--- config.mk ---
export PLATFORM = sky130hd
export DESIGN_NAME = idle_powerdown_wake_control
export DESIGN_NICKNAME = d
export VERILOG_FILES = /design/src/core/pwr_seq_pkg.sv /design/src/core/sync2.sv /design/src/core/wake_timer.sv /design/src/core/idle_powerdown_wake_control.sv
export SDC_FILE = /design/constraint.sdc
export NUM_CORES = 1
export LEC_CHECK = 0
export BUFFER_PORTS_ARGS = -buffer_cell sky130_fd_sc_hd__buf_2
export CORE_AREA = 4 4 100 102
export DETAILED_ROUTE_END_ITERATION = 6
export DIE_AREA = 0 0 104 106
export PLACE_DENSITY = 0.78
export SYNTH_ARGS = -nofsm -noshare
export SYNTH_HDL_FRONTEND = slang
export SYNTH_SLANG_ARGS = --single-unit
--- constraint.sdc ---
create_clock -name ref_clk -period 2.85 [get_ports ref_clk]
set_input_delay 0.285 -clock ref_clk [delete_from_list [all_inputs] [get_ports ref_clk]]
set_output_delay 0.285 -clock ref_clk [all_outputs]
set_load 0.02 [all_outputs]
--- src/core/pwr_seq_pkg.sv ---
// Summary of operation
// - idle request stops core clock; core state and port levels are held.
// - in idle timers, pwm timer and serial port stay clocked; comparator is off.
// - idle ends on enabled interrupt or reset; interrupt is serviced immediately.
// - power-down request stops oscillator and powers flash down; ram is retained.
// - power-down ends only on external reset, power-on, external interrupt, wake pin.
// - each of four external interrupts wakes only when enabled and level-sensitive.
// - third and fourth interrupt pins also wake only when enabled and level-sensitive.
// - exit mode zero: falling edge restarts oscillator, core clock after wake timer.
// - exit mode one: core clock withheld until the rising edge of that pin.
// - reset pin rising edge exits power-down; clock gated until timer full and reset drops.
// - reset ending idle blocks ram writes for up to two machine cycles.
// - reset loads registers, pulls pins weakly high, fetches 0000H or programming start.
// - four reset sources: reset pin, power-on, watchdog overflow, software request.
// - hardware clears power-down and idle request bits on any wake exit.
// - wake pin falling edge ends power-down internally timed, with no interrupt.
package pwr_seq_pkg;
    localparam int WAKE_TMR_W = 10;
    localparam int MACH_CYC = 12;
    localparam int HOLD_CYC = 2 * MACH_CYC;
    localparam int HOLD_W = 5;
    localparam int NUM_IRQ = 4;
    localparam int PD_GAP_NS = 4000;
    localparam int CLK_PERIOD_NS = 5;
    localparam int PD_GAP_CYC = (PD_GAP_NS + CLK_PERIOD_NS - 1) / CLK_PERIOD_NS;
    localparam int GAP_W = 10;
    localparam logic [15:0] RESET_VECTOR = 16'h0000;
    localparam logic [15:0] ISP_START_DEF = 16'hF000;

    typedef enum logic [1:0] {
        SRC_NONE,
        SRC_IRQ,
        SRC_PIN,
        SRC_RST
    } wake_src_e;

    // software-facing control bits
    typedef struct packed {
        logic idle_request_bit;
        logic powerdown_request_bit;
        logic wake_exit_mode_bit;
        logic idle_clr;
        logic pd_clr;
    } pwr_ctrl_s;

    // interrupt wake configuration
    typedef struct packed {
        logic [NUM_IRQ-1:0] enable;
        logic [NUM_IRQ-1:0] level_mode;
    } irq_cfg_s;

    // clock and power gate outputs
    typedef struct packed {
        logic core_clk_en;
        logic periph_clk_en;
        logic osc_en;
        logic flash_pwr_en;
        logic comparator_en;
        logic ram_wr_block;
    } pwr_gate_s;
endpackage : pwr_seq_pkg

--- src/core/sync2.sv ---
`timescale 1ns/1ps
module sync2 #(
    parameter int W = 1,
    parameter logic [W-1:0] INIT = '0
) (
    input wire logic ref_clk,
    input wire logic reset_n,
    input wire logic [W-1:0] d,
    output logic [W-1:0] q
);
    logic [W-1:0] meta_r;
    logic [W-1:0] q_r;

    // two-flop level synchroniser
    always_ff @(posedge ref_clk or negedge reset_n) begin
        if (!reset_n) begin
            meta_r <= INIT;
            q_r <= INIT;
        end else begin
            meta_r <= d;
            q_r <= meta_r;
        end
    end
    assign q = q_r;
endmodule : sync2

--- src/core/wake_timer.sv ---
`timescale 1ns/1ps
module wake_timer
    import pwr_seq_pkg::*;
(
    input wire logic ref_clk,
    input wire logic reset_n,
    input wire logic clear,
    input wire logic run,
    output logic full
);
    logic [WAKE_TMR_W-1:0] cnt_r;
    logic [WAKE_TMR_W-1:0] cnt_nxt;
    logic full_r;
    logic full_nxt;

    // counter cleared at wake, fills on the restarted oscillator
    always_comb begin
        cnt_nxt = cnt_r;
        full_nxt = full_r;
        if (clear) begin
            cnt_nxt = '0;
            full_nxt = 1'b0;
        end else if (run && !full_r) begin
            cnt_nxt = cnt_r + 1'b1;
            full_nxt = &cnt_r; // terminal count
        end
    end

    always_ff @(posedge ref_clk or negedge reset_n) begin
        if (!reset_n) begin
            cnt_r <= '0;
            full_r <= 1'b0;
        end else begin
            cnt_r <= cnt_nxt;
            full_r <= full_nxt;
        end
    end
    assign full = full_r;
endmodule : wake_timer

--- src/core/idle_powerdown_wake_control.sv ---
`timescale 1ns/1ps
module idle_powerdown_wake_control
    import pwr_seq_pkg::*;
(
    input wire logic ref_clk,
    input wire logic reset_n,
    input wire pwr_seq_pkg::pwr_ctrl_s ctrl,
    input wire pwr_seq_pkg::irq_cfg_s irq_cfg,
    input wire logic irq_pending,
    input wire logic ext_irq_a,
    input wire logic ext_irq_b,
    input wire logic ext_irq_c,
    input wire logic ext_irq_d,
    input wire logic [15:0] wake_pin,
    input wire logic [15:0] wake_pin_en,
    input wire logic ext_reset,
    input wire logic por_n,
    input wire logic watchdog_overflow,
    input wire logic sw_reset_req,
    input wire logic isp_boot_sel,
    input wire logic [15:0] isp_start_addr,
    output pwr_seq_pkg::pwr_gate_s gate,
    output logic idle_request_bit,
    output logic powerdown_request_bit,
    output logic core_reset,
    output logic ports_weak_pullup,
    output logic [15:0] fetch_addr,
    output logic wake_irq_service,
    output logic [1:0] last_wake_src,
    output logic pd_entry_allowed
);
    import pwr_seq_pkg::*;

    typedef enum logic [2:0] {
        ST_RUN,
        ST_IDLE,
        ST_PD,
        ST_WAKE_TIMED,
        ST_WAKE_EXT,
        ST_RST_HOLD
    } pwr_state_e;

    ////////////////////////////////////////////////////////////////////////
    // input synchronisers
    logic [NUM_IRQ-1:0] irq_s;
    logic [15:0] pin_s;
    logic rst_s;
    logic por_n_s;

    sync2 #(.W(NUM_IRQ), .INIT({NUM_IRQ{1'b1}})) u_sync_irq (
        .ref_clk(ref_clk),
        .reset_n(reset_n),
        .d({ext_irq_d, ext_irq_c, ext_irq_b, ext_irq_a}),
        .q(irq_s)
    );
    sync2 #(.W(16), .INIT(16'hFFFF)) u_sync_pin (
        .ref_clk(ref_clk),
        .reset_n(reset_n),
        .d(wake_pin),
        .q(pin_s)
    );
    sync2 #(.W(2), .INIT(2'h1)) u_sync_rst (
        .ref_clk(ref_clk),
        .reset_n(reset_n),
        .d({ext_reset, por_n}),
        .q({rst_s, por_n_s})
    );

    // edge history of synchronised inputs
    logic [NUM_IRQ-1:0] irq_d_r;
    logic [15:0] pin_d_r;
    logic rst_d_r;

    always_ff @(posedge ref_clk or negedge reset_n) begin
        if (!reset_n) begin
            irq_d_r <= {NUM_IRQ{1'b1}};
            pin_d_r <= 16'hFFFF;
            rst_d_r <= 1'b0;
        end else begin
            irq_d_r <= irq_s;
            pin_d_r <= pin_s;
            rst_d_r <= rst_s;
        end
    end

    ////////////////////////////////////////////////////////////////////////
    // wake qualification
    logic [NUM_IRQ-1:0] irq_fall;
    logic [NUM_IRQ-1:0] irq_wake;
    logic pin_wake;
    logic rst_rise;
    logic any_reset;

    always_comb begin
        irq_fall = irq_d_r & ~irq_s;
        // only enabled, level-sensitive interrupts wake; c and d have no exception
        irq_wake = irq_fall & irq_cfg.enable & irq_cfg.level_mode;
        pin_wake = |(pin_d_r & ~pin_s & wake_pin_en);
        rst_rise = rst_s & ~rst_d_r;
        // every source gives a full reset
        any_reset = rst_s | ~por_n_s | watchdog_overflow | sw_reset_req;
    end

    ////////////////////////////////////////////////////////////////////////
    // power state machine
    pwr_state_e state_r, state_nxt;
    logic [1:0] irq_idx_r, irq_idx_nxt;
    wake_src_e src_r, src_nxt;
    logic idle_r, idle_nxt;
    logic pd_r, pd_nxt;
    logic svc_r, svc_nxt;
    logic tmr_clear;
    logic tmr_full;
    logic [HOLD_W-1:0] hold_r, hold_nxt;
    logic [GAP_W-1:0] gap_r, gap_nxt;
    logic idle_rst_r, idle_rst_nxt;

    // fills while the core waits on an internally timed wake
    wake_timer u_wake_timer (
        .ref_clk(ref_clk),
        .reset_n(reset_n),
        .clear(tmr_clear),
        .run(state_r == ST_WAKE_TIMED),
        .full(tmr_full)
    );

    // lowest numbered waking interrupt; its pin ends an externally controlled wake
    function automatic logic [1:0] first_irq(input logic [NUM_IRQ-1:0] v);
        first_irq = 2'h0;
        for (int i = NUM_IRQ - 1; i >= 0; i--) begin
            if (v[i]) begin
                first_irq = 2'(i);
            end
        end
    endfunction : first_irq

    // next state, request bits and wake bookkeeping
    always_comb begin
        state_nxt = state_r;
        irq_idx_nxt = irq_idx_r;
        src_nxt = src_r;
        svc_nxt = 1'b0;
        tmr_clear = 1'b0;
        hold_nxt = hold_r;
        idle_rst_nxt = 1'b0;
        gap_nxt = (gap_r != '0) ? gap_r - 1'b1 : gap_r;
        // set by software, cleared by software or any wake exit
        idle_nxt = (idle_r | ctrl.idle_request_bit) & ~ctrl.idle_clr;
        pd_nxt = (pd_r | (ctrl.powerdown_request_bit & gap_r == '0)) & ~ctrl.pd_clr;
        unique case (state_r)
            ST_RUN: begin
                if (pd_r) begin
                    state_nxt = ST_PD;
                end else if (idle_r) begin
                    state_nxt = ST_IDLE;
                end
            end
            ST_IDLE: begin
                if (any_reset) begin
                    // core clock off, ram writes blocked briefly before reset asserts
                    idle_nxt = 1'b0;
                    state_nxt = ST_RST_HOLD;
                    hold_nxt = HOLD_W'(HOLD_CYC - 1);
                    idle_rst_nxt = 1'b1; // first blocked cycle, no reset pulse yet
                    src_nxt = SRC_RST;
                end else if (irq_pending) begin
                    idle_nxt = 1'b0;
                    svc_nxt = 1'b1;
                    state_nxt = ST_RUN;
                    src_nxt = SRC_IRQ;
                end
            end
            ST_PD: begin
                // only four causes leave power-down
                if (rst_rise || !por_n_s) begin
                    pd_nxt = 1'b0;
                    tmr_clear = 1'b1;
                    src_nxt = SRC_RST;
                    state_nxt = ST_WAKE_TIMED;
                end else if (|irq_wake) begin
                    pd_nxt = 1'b0;
                    tmr_clear = 1'b1;
                    src_nxt = SRC_IRQ;
                    irq_idx_nxt = first_irq(irq_wake);
                    state_nxt = ctrl.wake_exit_mode_bit ? ST_WAKE_EXT : ST_WAKE_TIMED;
                end else if (pin_wake) begin
                    pd_nxt = 1'b0;
                    tmr_clear = 1'b1;
                    src_nxt = SRC_PIN;
                    state_nxt = ST_WAKE_TIMED;
                end
            end
            ST_WAKE_TIMED: begin
                if (tmr_full) begin
                    // clock released at timer full, or reset hold entered for a reset wake
                    state_nxt = (src_r == SRC_RST) ? ST_RST_HOLD : ST_RUN;
                    hold_nxt = '0;
                    svc_nxt = (src_r == SRC_IRQ);
                    gap_nxt = GAP_W'(PD_GAP_CYC);
                end
            end
            ST_WAKE_EXT: begin
                // hold the core clock until that pin rises again
                if (irq_s[irq_idx_r] && !irq_d_r[irq_idx_r]) begin
                    state_nxt = ST_RUN; // rising edge releases clock
                    svc_nxt = 1'b1;
                    gap_nxt = GAP_W'(PD_GAP_CYC);
                end
            end
            ST_RST_HOLD: begin
                if (hold_r != '0) begin
                    hold_nxt = hold_r - 1'b1;
                    idle_rst_nxt = 1'b1;
                end else if (!any_reset) begin
                    state_nxt = ST_RUN; // execute once reset drops
                    gap_nxt = GAP_W'(PD_GAP_CYC);
                end
            end
            default: begin
                state_nxt = ST_RST_HOLD; // illegal code recovers through reset hold
            end
        endcase
        // a reset while running or already held takes over at once; idle runs on first
        if (any_reset && state_r != ST_PD && state_r != ST_IDLE && state_r != ST_WAKE_TIMED) begin
            if (state_r != ST_RST_HOLD) begin
                state_nxt = ST_RST_HOLD;
                hold_nxt = '0;
            end
            idle_nxt = 1'b0;
            pd_nxt = 1'b0;
        end
    end

    // state registers
    always_ff @(posedge ref_clk or negedge reset_n) begin
        if (!reset_n) begin
            state_r <= ST_RST_HOLD;
            irq_idx_r <= 2'h0;
            src_r <= SRC_NONE;
            idle_r <= 1'b0;
            pd_r <= 1'b0;
            svc_r <= 1'b0;
            hold_r <= '0;
            gap_r <= '0;
            idle_rst_r <= 1'b0;
        end else begin
            state_r <= state_nxt;
            irq_idx_r <= irq_idx_nxt;
            src_r <= src_nxt;
            idle_r <= idle_nxt;
            pd_r <= pd_nxt;
            svc_r <= svc_nxt;
            hold_r <= hold_nxt;
            gap_r <= gap_nxt;
            idle_rst_r <= idle_rst_nxt;
        end
    end

    ////////////////////////////////////////////////////////////////////////
    // registered outputs
    pwr_gate_s gate_r, gate_nxt;
    logic reset_r, pull_r;
    logic [15:0] fetch_r;
    logic pd_ok_r;

    // gate values follow the next state so outputs switch with it
    always_comb begin
        gate_nxt.core_clk_en = (state_nxt == ST_RUN);
        gate_nxt.periph_clk_en = (state_nxt == ST_RUN || state_nxt == ST_IDLE);
        gate_nxt.osc_en = (state_nxt != ST_PD);
        gate_nxt.flash_pwr_en = (state_nxt != ST_PD);
        gate_nxt.comparator_en = (state_nxt == ST_RUN);
        gate_nxt.ram_wr_block = idle_rst_nxt;
    end

    // output flops
    always_ff @(posedge ref_clk or negedge reset_n) begin
        if (!reset_n) begin
            gate_r <= '0;
            reset_r <= 1'b1;
            pull_r <= 1'b1;
            fetch_r <= RESET_VECTOR;
            pd_ok_r <= 1'b1;
        end else begin
            gate_r <= gate_nxt;
            pd_ok_r <= (gap_nxt == '0);
            reset_r <= (state_nxt == ST_RST_HOLD) && !idle_rst_nxt;
            pull_r <= (state_nxt == ST_RST_HOLD);
            fetch_r <= isp_boot_sel ? isp_start_addr : RESET_VECTOR;
        end
    end

    // ports straight from flops
    assign gate = gate_r;
    assign idle_request_bit = idle_r;
    assign powerdown_request_bit = pd_r;
    assign core_reset = reset_r;
    assign ports_weak_pullup = pull_r;
    assign fetch_addr = fetch_r;
    assign wake_irq_service = svc_r;
    assign last_wake_src = src_r;
    assign pd_entry_allowed = pd_ok_r;
endmodule : idle_powerdown_wake_control

; ---- Word level (Yosys, flattened, before mapping)
; Cells that the tools add are included.
[word_totals]
register_bits = 124
out_inout_bits = 30
elab_cells = 161
[classes]
n_addsub = 3
n_lt_le_gt_ge = 1
eq_ne = 16
muxes = 68
bitwise = 21
reduce_logical = 25
[ops]
columns = op, n
row1 = $mux 10, 7
row2 = $mux 3, 15
row3 = $and 16x16->16, 2
row4 = $pmux 10 s3, 1
row5 = $mux 5, 5
row6 = $mux 1, 23
row7 = $logic_not 10->1, 2
row8 = $mux 2, 9
row9 = $pmux 3 s6, 1
row10 = $mux 16, 1
row11 = $not 16->16, 1
row12 = $reduce_or 16->1, 1
row13 = $pmux 5 s3, 1
row14 = $and 4x4->4, 3
row15 = $add 10x1->10 const B, 1
row16 = $reduce_and 10->1, 1
row17 = $reduce_bool 10->1, 1
row18 = $sub 10x1->10 const B, 1
row19 = $eq 3x3->1 const B, 3
row20 = $ne 3x2->1 const B, 3
row21 = $eq 3x1->1 const B, 2
row22 = $eq 3x2->1 const B, 2
row23 = $logic_and 1x1->1, 6
row24 = $logic_not 3->1, 2
row25 = other kinds (21), 40

; ---- Depth between registers and ports, before layout
[depth]
ltp_word = 12
mapped_depth = 8
ltp_nobuf = 8

; ---- By module
; From an unflattened synthesis, not the netlist that was laid out.
[unflattened]
hier_cells = 383
hier_area_um2 = 4845.9
[by_module_without_submodules]
columns = mod, n_inst, cells_each, area_each_um2, seq_area_each_um2
row1 = idle_powerdown_wake_control, 1, 283, 3105.5, 1757.9
row2 = sync2 (u_sync_pin), 1, 32, 840.8, 840.8
row3 = wake_timer, 1, 56, 586.8, 275.3
row4 = sync2 (u_sync_irq), 1, 8, 210.2, 210.2
row5 = sync2 (u_sync_rst), 1, 4, 102.6, 102.6

; ---- Worst setup path before layout
; No wires, ideal clock.
[synth_timing]
path_type = register to register
from = register gap_r[0]
to = register pd_ok_r, in the netlist pd_entry_allowed
t_arrival_ns = 1.942
slack_ns = 0.845
stages_incl_launch_ff = 9
synth_period_minus_slack_ns = 2.005
path_cell_list = dfrtp_1 inv_1 ha_1 nor4b_2 nand4b_2 nor2_2 a41oi_1 a2111oi_0 and4bb_1
[synth_between]
elab_chain_len = 6
elab_cells_between_ends = 9
classes_between = 1 x add/sub / 6 x mux / 2 x reduce/logical
[synth_lines]
columns = element, line_no
row1 = start: declaration, idle_powerdown_wake_control.sv:115  ; logic [GAP_W-1:0] gap_r, gap_nxt;
row2 = start signal: assignment, idle_powerdown_wake_control.sv:254  ; gap_r <= gap_nxt;
row3 = $sub 10x1->10 / $reduce_bool 10->1 (equally long branches), idle_powerdown_wake_control.sv:146  ; gap_nxt = (gap_r != '0) ? gap_r - 1'b1 : gap_r;
row4 = $mux 10 (*), idle_powerdown_wake_control.sv:146
row5 = $mux 10, idle_powerdown_wake_control.sv:214  ; end else if (!any_reset) begin
row6 = $mux 10, idle_powerdown_wake_control.sv:211  ; if (hold_r != '0) begin
row7 = $pmux 10 s3 (*), idle_powerdown_wake_control.sv:150  ; unique case (state_r)
row8 = $logic_not 10->1 (*), idle_powerdown_wake_control.sv:286  ; pd_ok_r <= (gap_nxt == '0);
row9 = end signal: assignment, idle_powerdown_wake_control.sv:286
row10 = end: declaration, idle_powerdown_wake_control.sv:264  ; logic pd_ok_r;
; Every way passes the cells marked *; elsewhere a longest branch is shown, timed or not.
; A chain may end at the register's enable or synchronous reset.

==> flow_summary.ini <==
[status]
outcome = complete, no violations

[setup_path]
slowest_stage = nor4b_1
reg2reg_depth = 7
start_kind = register
cp.required_ns = 3.29
end_kind = register
cp_max_fo = 5
max_stage_delay_ns = 0.48
reg2reg_slack_ns = 0.51
arrival_ns = 2.78
crit_chain = inv_1 -> ha_1 -> nor4b_1 -> nor2b_1 -> o21a_1 -> a2111oi_2 -> and3b_1
worstSetupPathType = register to register

[cts]
post_cts_resized = 0
h-tree-depth = 4
clkTransAtPathRegs_ns = 0.06
clock-sinks = 124
cts_tree = done
root_buffer = clkbuf_8
numCtsBuffers = 17
clock_path_buffers = 2
insertion_delay_ns = 0.51

[final_layout]
area_delta_synth_final_pct = 33.5
fillers = 613
antenna_cells = 0
stdcell_count = 674
post-route-util_pct = 70.5
drive_gt1_share_pct = 39.3
nets = 626

[logic_synthesis]
synthesis.area_um2 = 4810
yosys_most_used_dff = dfstp_2
avgSynthCellArea_um2 = 12.2
synth_edf_count = 0
synth.distinct_cells = 65
syn_nets = 469
seq_area_frac_synth_pct = 66.3
ys_warn_count = 0
synth_area_leaders = dfstp_2 37%, dfrtp_1 30%, nor2_1 3.5%
synth_seq_cells = 124
yosys.area.top_type_share_pct = 36.6
synthCells = 393
synth_area_leader_cell = dfstp_2
synthArstFlopShare_pct = 100

[place]
dp.cells = 601
routabilityCongestion = 0.881
place_hpwl_um = 7010
port_buffers = 102

[global_routing]
grt_usage_pct = 22.0
first_global_vias = 3898
grt_pass1_wl_um = 19100
grt_overflow = 0
grt_max_degree = 57
antenna_found_initial = 0

[power_and_ir_drop]
powerDensity_nw_per_um2 = 778
ir_drop_mv = 0.489
power.leakage_nw = 2.88
p_switching_mw = 1.46
combPwrFrac_pct = 14.9
pwr-share-seq_pct = 43.9
total_power_mw = 5.00
sw_frac_of_total_pct = 29.3
p_clk_share_pct = 41.3
p_int_mw = 3.53

[sta]
period_needed_ns = 2.34
worst_clock_skew_ns = 0.0105
fin_setup_tns_ns = 0
worst_slew_pin_slew_ns = 0.666
slew_violations = 0
max_freq_mhz = 427
setup_viol = 0
rsz0062_at_grt = false
finalHoldViolations = 0
fin_crit_sh_pct = 82.2
slew_headroom_pct = 55.6

[floorplan]
start_util_pct = 52.8
core_um2 = 9110
rows = 35
ioPinCount = 103
dieHeight_um = 106
die_area_um2 = 11000
die_x_um = 104

[detailed_routing]
drt_first_pass_iters = 4
drc_errors = 0
vias = 3578
avgViaCountPerCell = 5.31
first_iter_violations = 112
wirelength_um = 11200
routedWlPerCell_um = 16.7
antenna_left = 0

[hold_path]
hold_path_class = input pin to register
whs_path_depth = 3

[job]
drv_cap = 0
## metrics by stage
stage	cell area (µm²)	worst slack (ns)	hold slack, ns
2_1_floorplan	4810	0.845	-0.0106
3_3_place_gp	5450	0.605	0.336
3_5_place_dp	5450	0.559	0.347
4_1_cts	6420	0.509	0.0146
5_1_grt	6420	0.237	0.0207
6_report	6420	0.506	0.0322
## cell families (layout without fill, tap and decap cells)
logic type	after synthesis	in the layout	synth area share, %
adder cells (fa/ha/maj)	3	3	0.781
multiplexers	5	5	1.38
AND/OR/NAND/NOR	170	170	18.9
XOR/XNOR	11	11	2.00
buffers and inverters	17	187	1.59
AO/OA/AOI/OAI	63	63	9.05
flip-flops	124	124	66.3
## repair_timing
action                                 4_1_cts  5_1_grt
buffers inserted                             0        0
hold buffers                                41        0
endpoints found under the hold margin       67        0
setup endpoints to repair                    0        0
## sequential cells by signal, summed over array words and instances, names as in the netlist, 2 cells and up
register / cells
irq_d_r: 4
u_sync_pin.meta_r: 16
u_sync_irq.meta_r: 4
last_wake_src: 2
irq_idx_r: 2
gap_r: 10
state_r: 3
u_sync_rst.meta_r: 2
gate: 4
u_sync_rst.q: 2
u_wake_timer.cnt_r: 10
u_sync_pin.q: 16
fetch_addr: 16
hold_r: 5
pin_d_r: 16
u_sync_irq.q: 4
## worst paths after layout
check	from	end
worst max-delay path	hold_r[1]	gate[1]
worst min-delay path	ctrl[4]	idle_request_bit
worst max register to register	hold_r[1]	gate[1]
worst min register to register	u_sync_pin.meta_r[7]	u_sync_pin.q[7]
max in group asynchronous	reset_n	pd_entry_allowed
min in group asynchronous	reset_n	u_wake_timer.cnt_r[2]
## cells in the final DEF (no fill, tap or decap), types with 2 or more instances in the layout
cell type and count:
nand3b_1 6, dlygate4sd3_1 41, xor2_1 6, o21ai_0 12, buf_2 101, o21a_1 3
nand2b_1 3, nor3b_1 3, a21oi_1 17, nand2_1 43, a31oi_1 2, and2_1 17
inv_1 8, or3_1 2, nor4_1 4, nand4_1 2, ha_1 3, inv_8 3
nand3_1 4, nor2_1 45, o211ai_1 3, buf_4 5, nor2b_1 8, dfstp_2 67
clkbuf_16 16, nand4b_1 4, o22ai_1 9, inv_6 7, clkinv_2 2, and3_1 4
mux2_2 3, nor3_1 10, xnor2_1 5, dfrtp_1 57
## cell usage after synthesis (all sizes together) (4+ instances only)
cell type / instances
buf: 5
dfrtp: 57
o22ai: 9
nand4b: 5
xor2: 6
clkbuf: 4
nand3b: 6
nor2b: 8
and3: 4
dfstp: 67
xnor2: 5
o21ai: 13
inv: 8
and2: 17
nor3: 11
nor4: 4
nand3: 4
a21oi: 18
nor2: 46
nand2: 43
## routing by layer
| metal | routed length [µm] | track usage (%) | vias to the layer above |
|---|---|---|---|
| li1 | - | - | 1679 |
| met5 | 0 | 0 | - |
| met1 | 4620 | 26.5 | 1758 |
| met3 | 676 | 7.23 | 25 |
| met2 | 5730 | 37.0 | 116 |
| met4 | 216 | 8.45 | 0 |
## power groups by stage
stage          Combinational [mW]  Clock (mW)  Sequential [mW]
5_1_grt                     0.828        2.20             2.22
3_5_place_dp                0.688           0             2.21
6_report                    0.743        2.06             2.19
3_3_place_gp                0.663           0             2.20
4_1_cts                     0.737        2.08             2.18
2_1_floorplan               0.425           0             2.20
## critical path: cells and delay by family (launching register included)
kind                     cells  cell delay (ns)
adder cells (fa/ha/maj)      1             0.19
flip-flops                   1             0.40
AND/OR/NAND/NOR              3             0.87
AO/OA/AOI/OAI                2             0.70
buffers and inverters        1             0.11
## final cells by class
class / instances / area (µm²) / share of cell area (%)
sequential: 124 / 3190 / 49.6
clock buffer: 17 / 414 / 6.45
clock inverter: 15 / 150 / 2.34
multi-input combinational: 252 / 1550 / 24.1
tap: 111 / 139 / 2.16
timing repair buffer: 147 / 953 / 14.9
inverter: 8 / 30.0 / 0.468
Note: power is estimated with default switching activity, not from simulation.
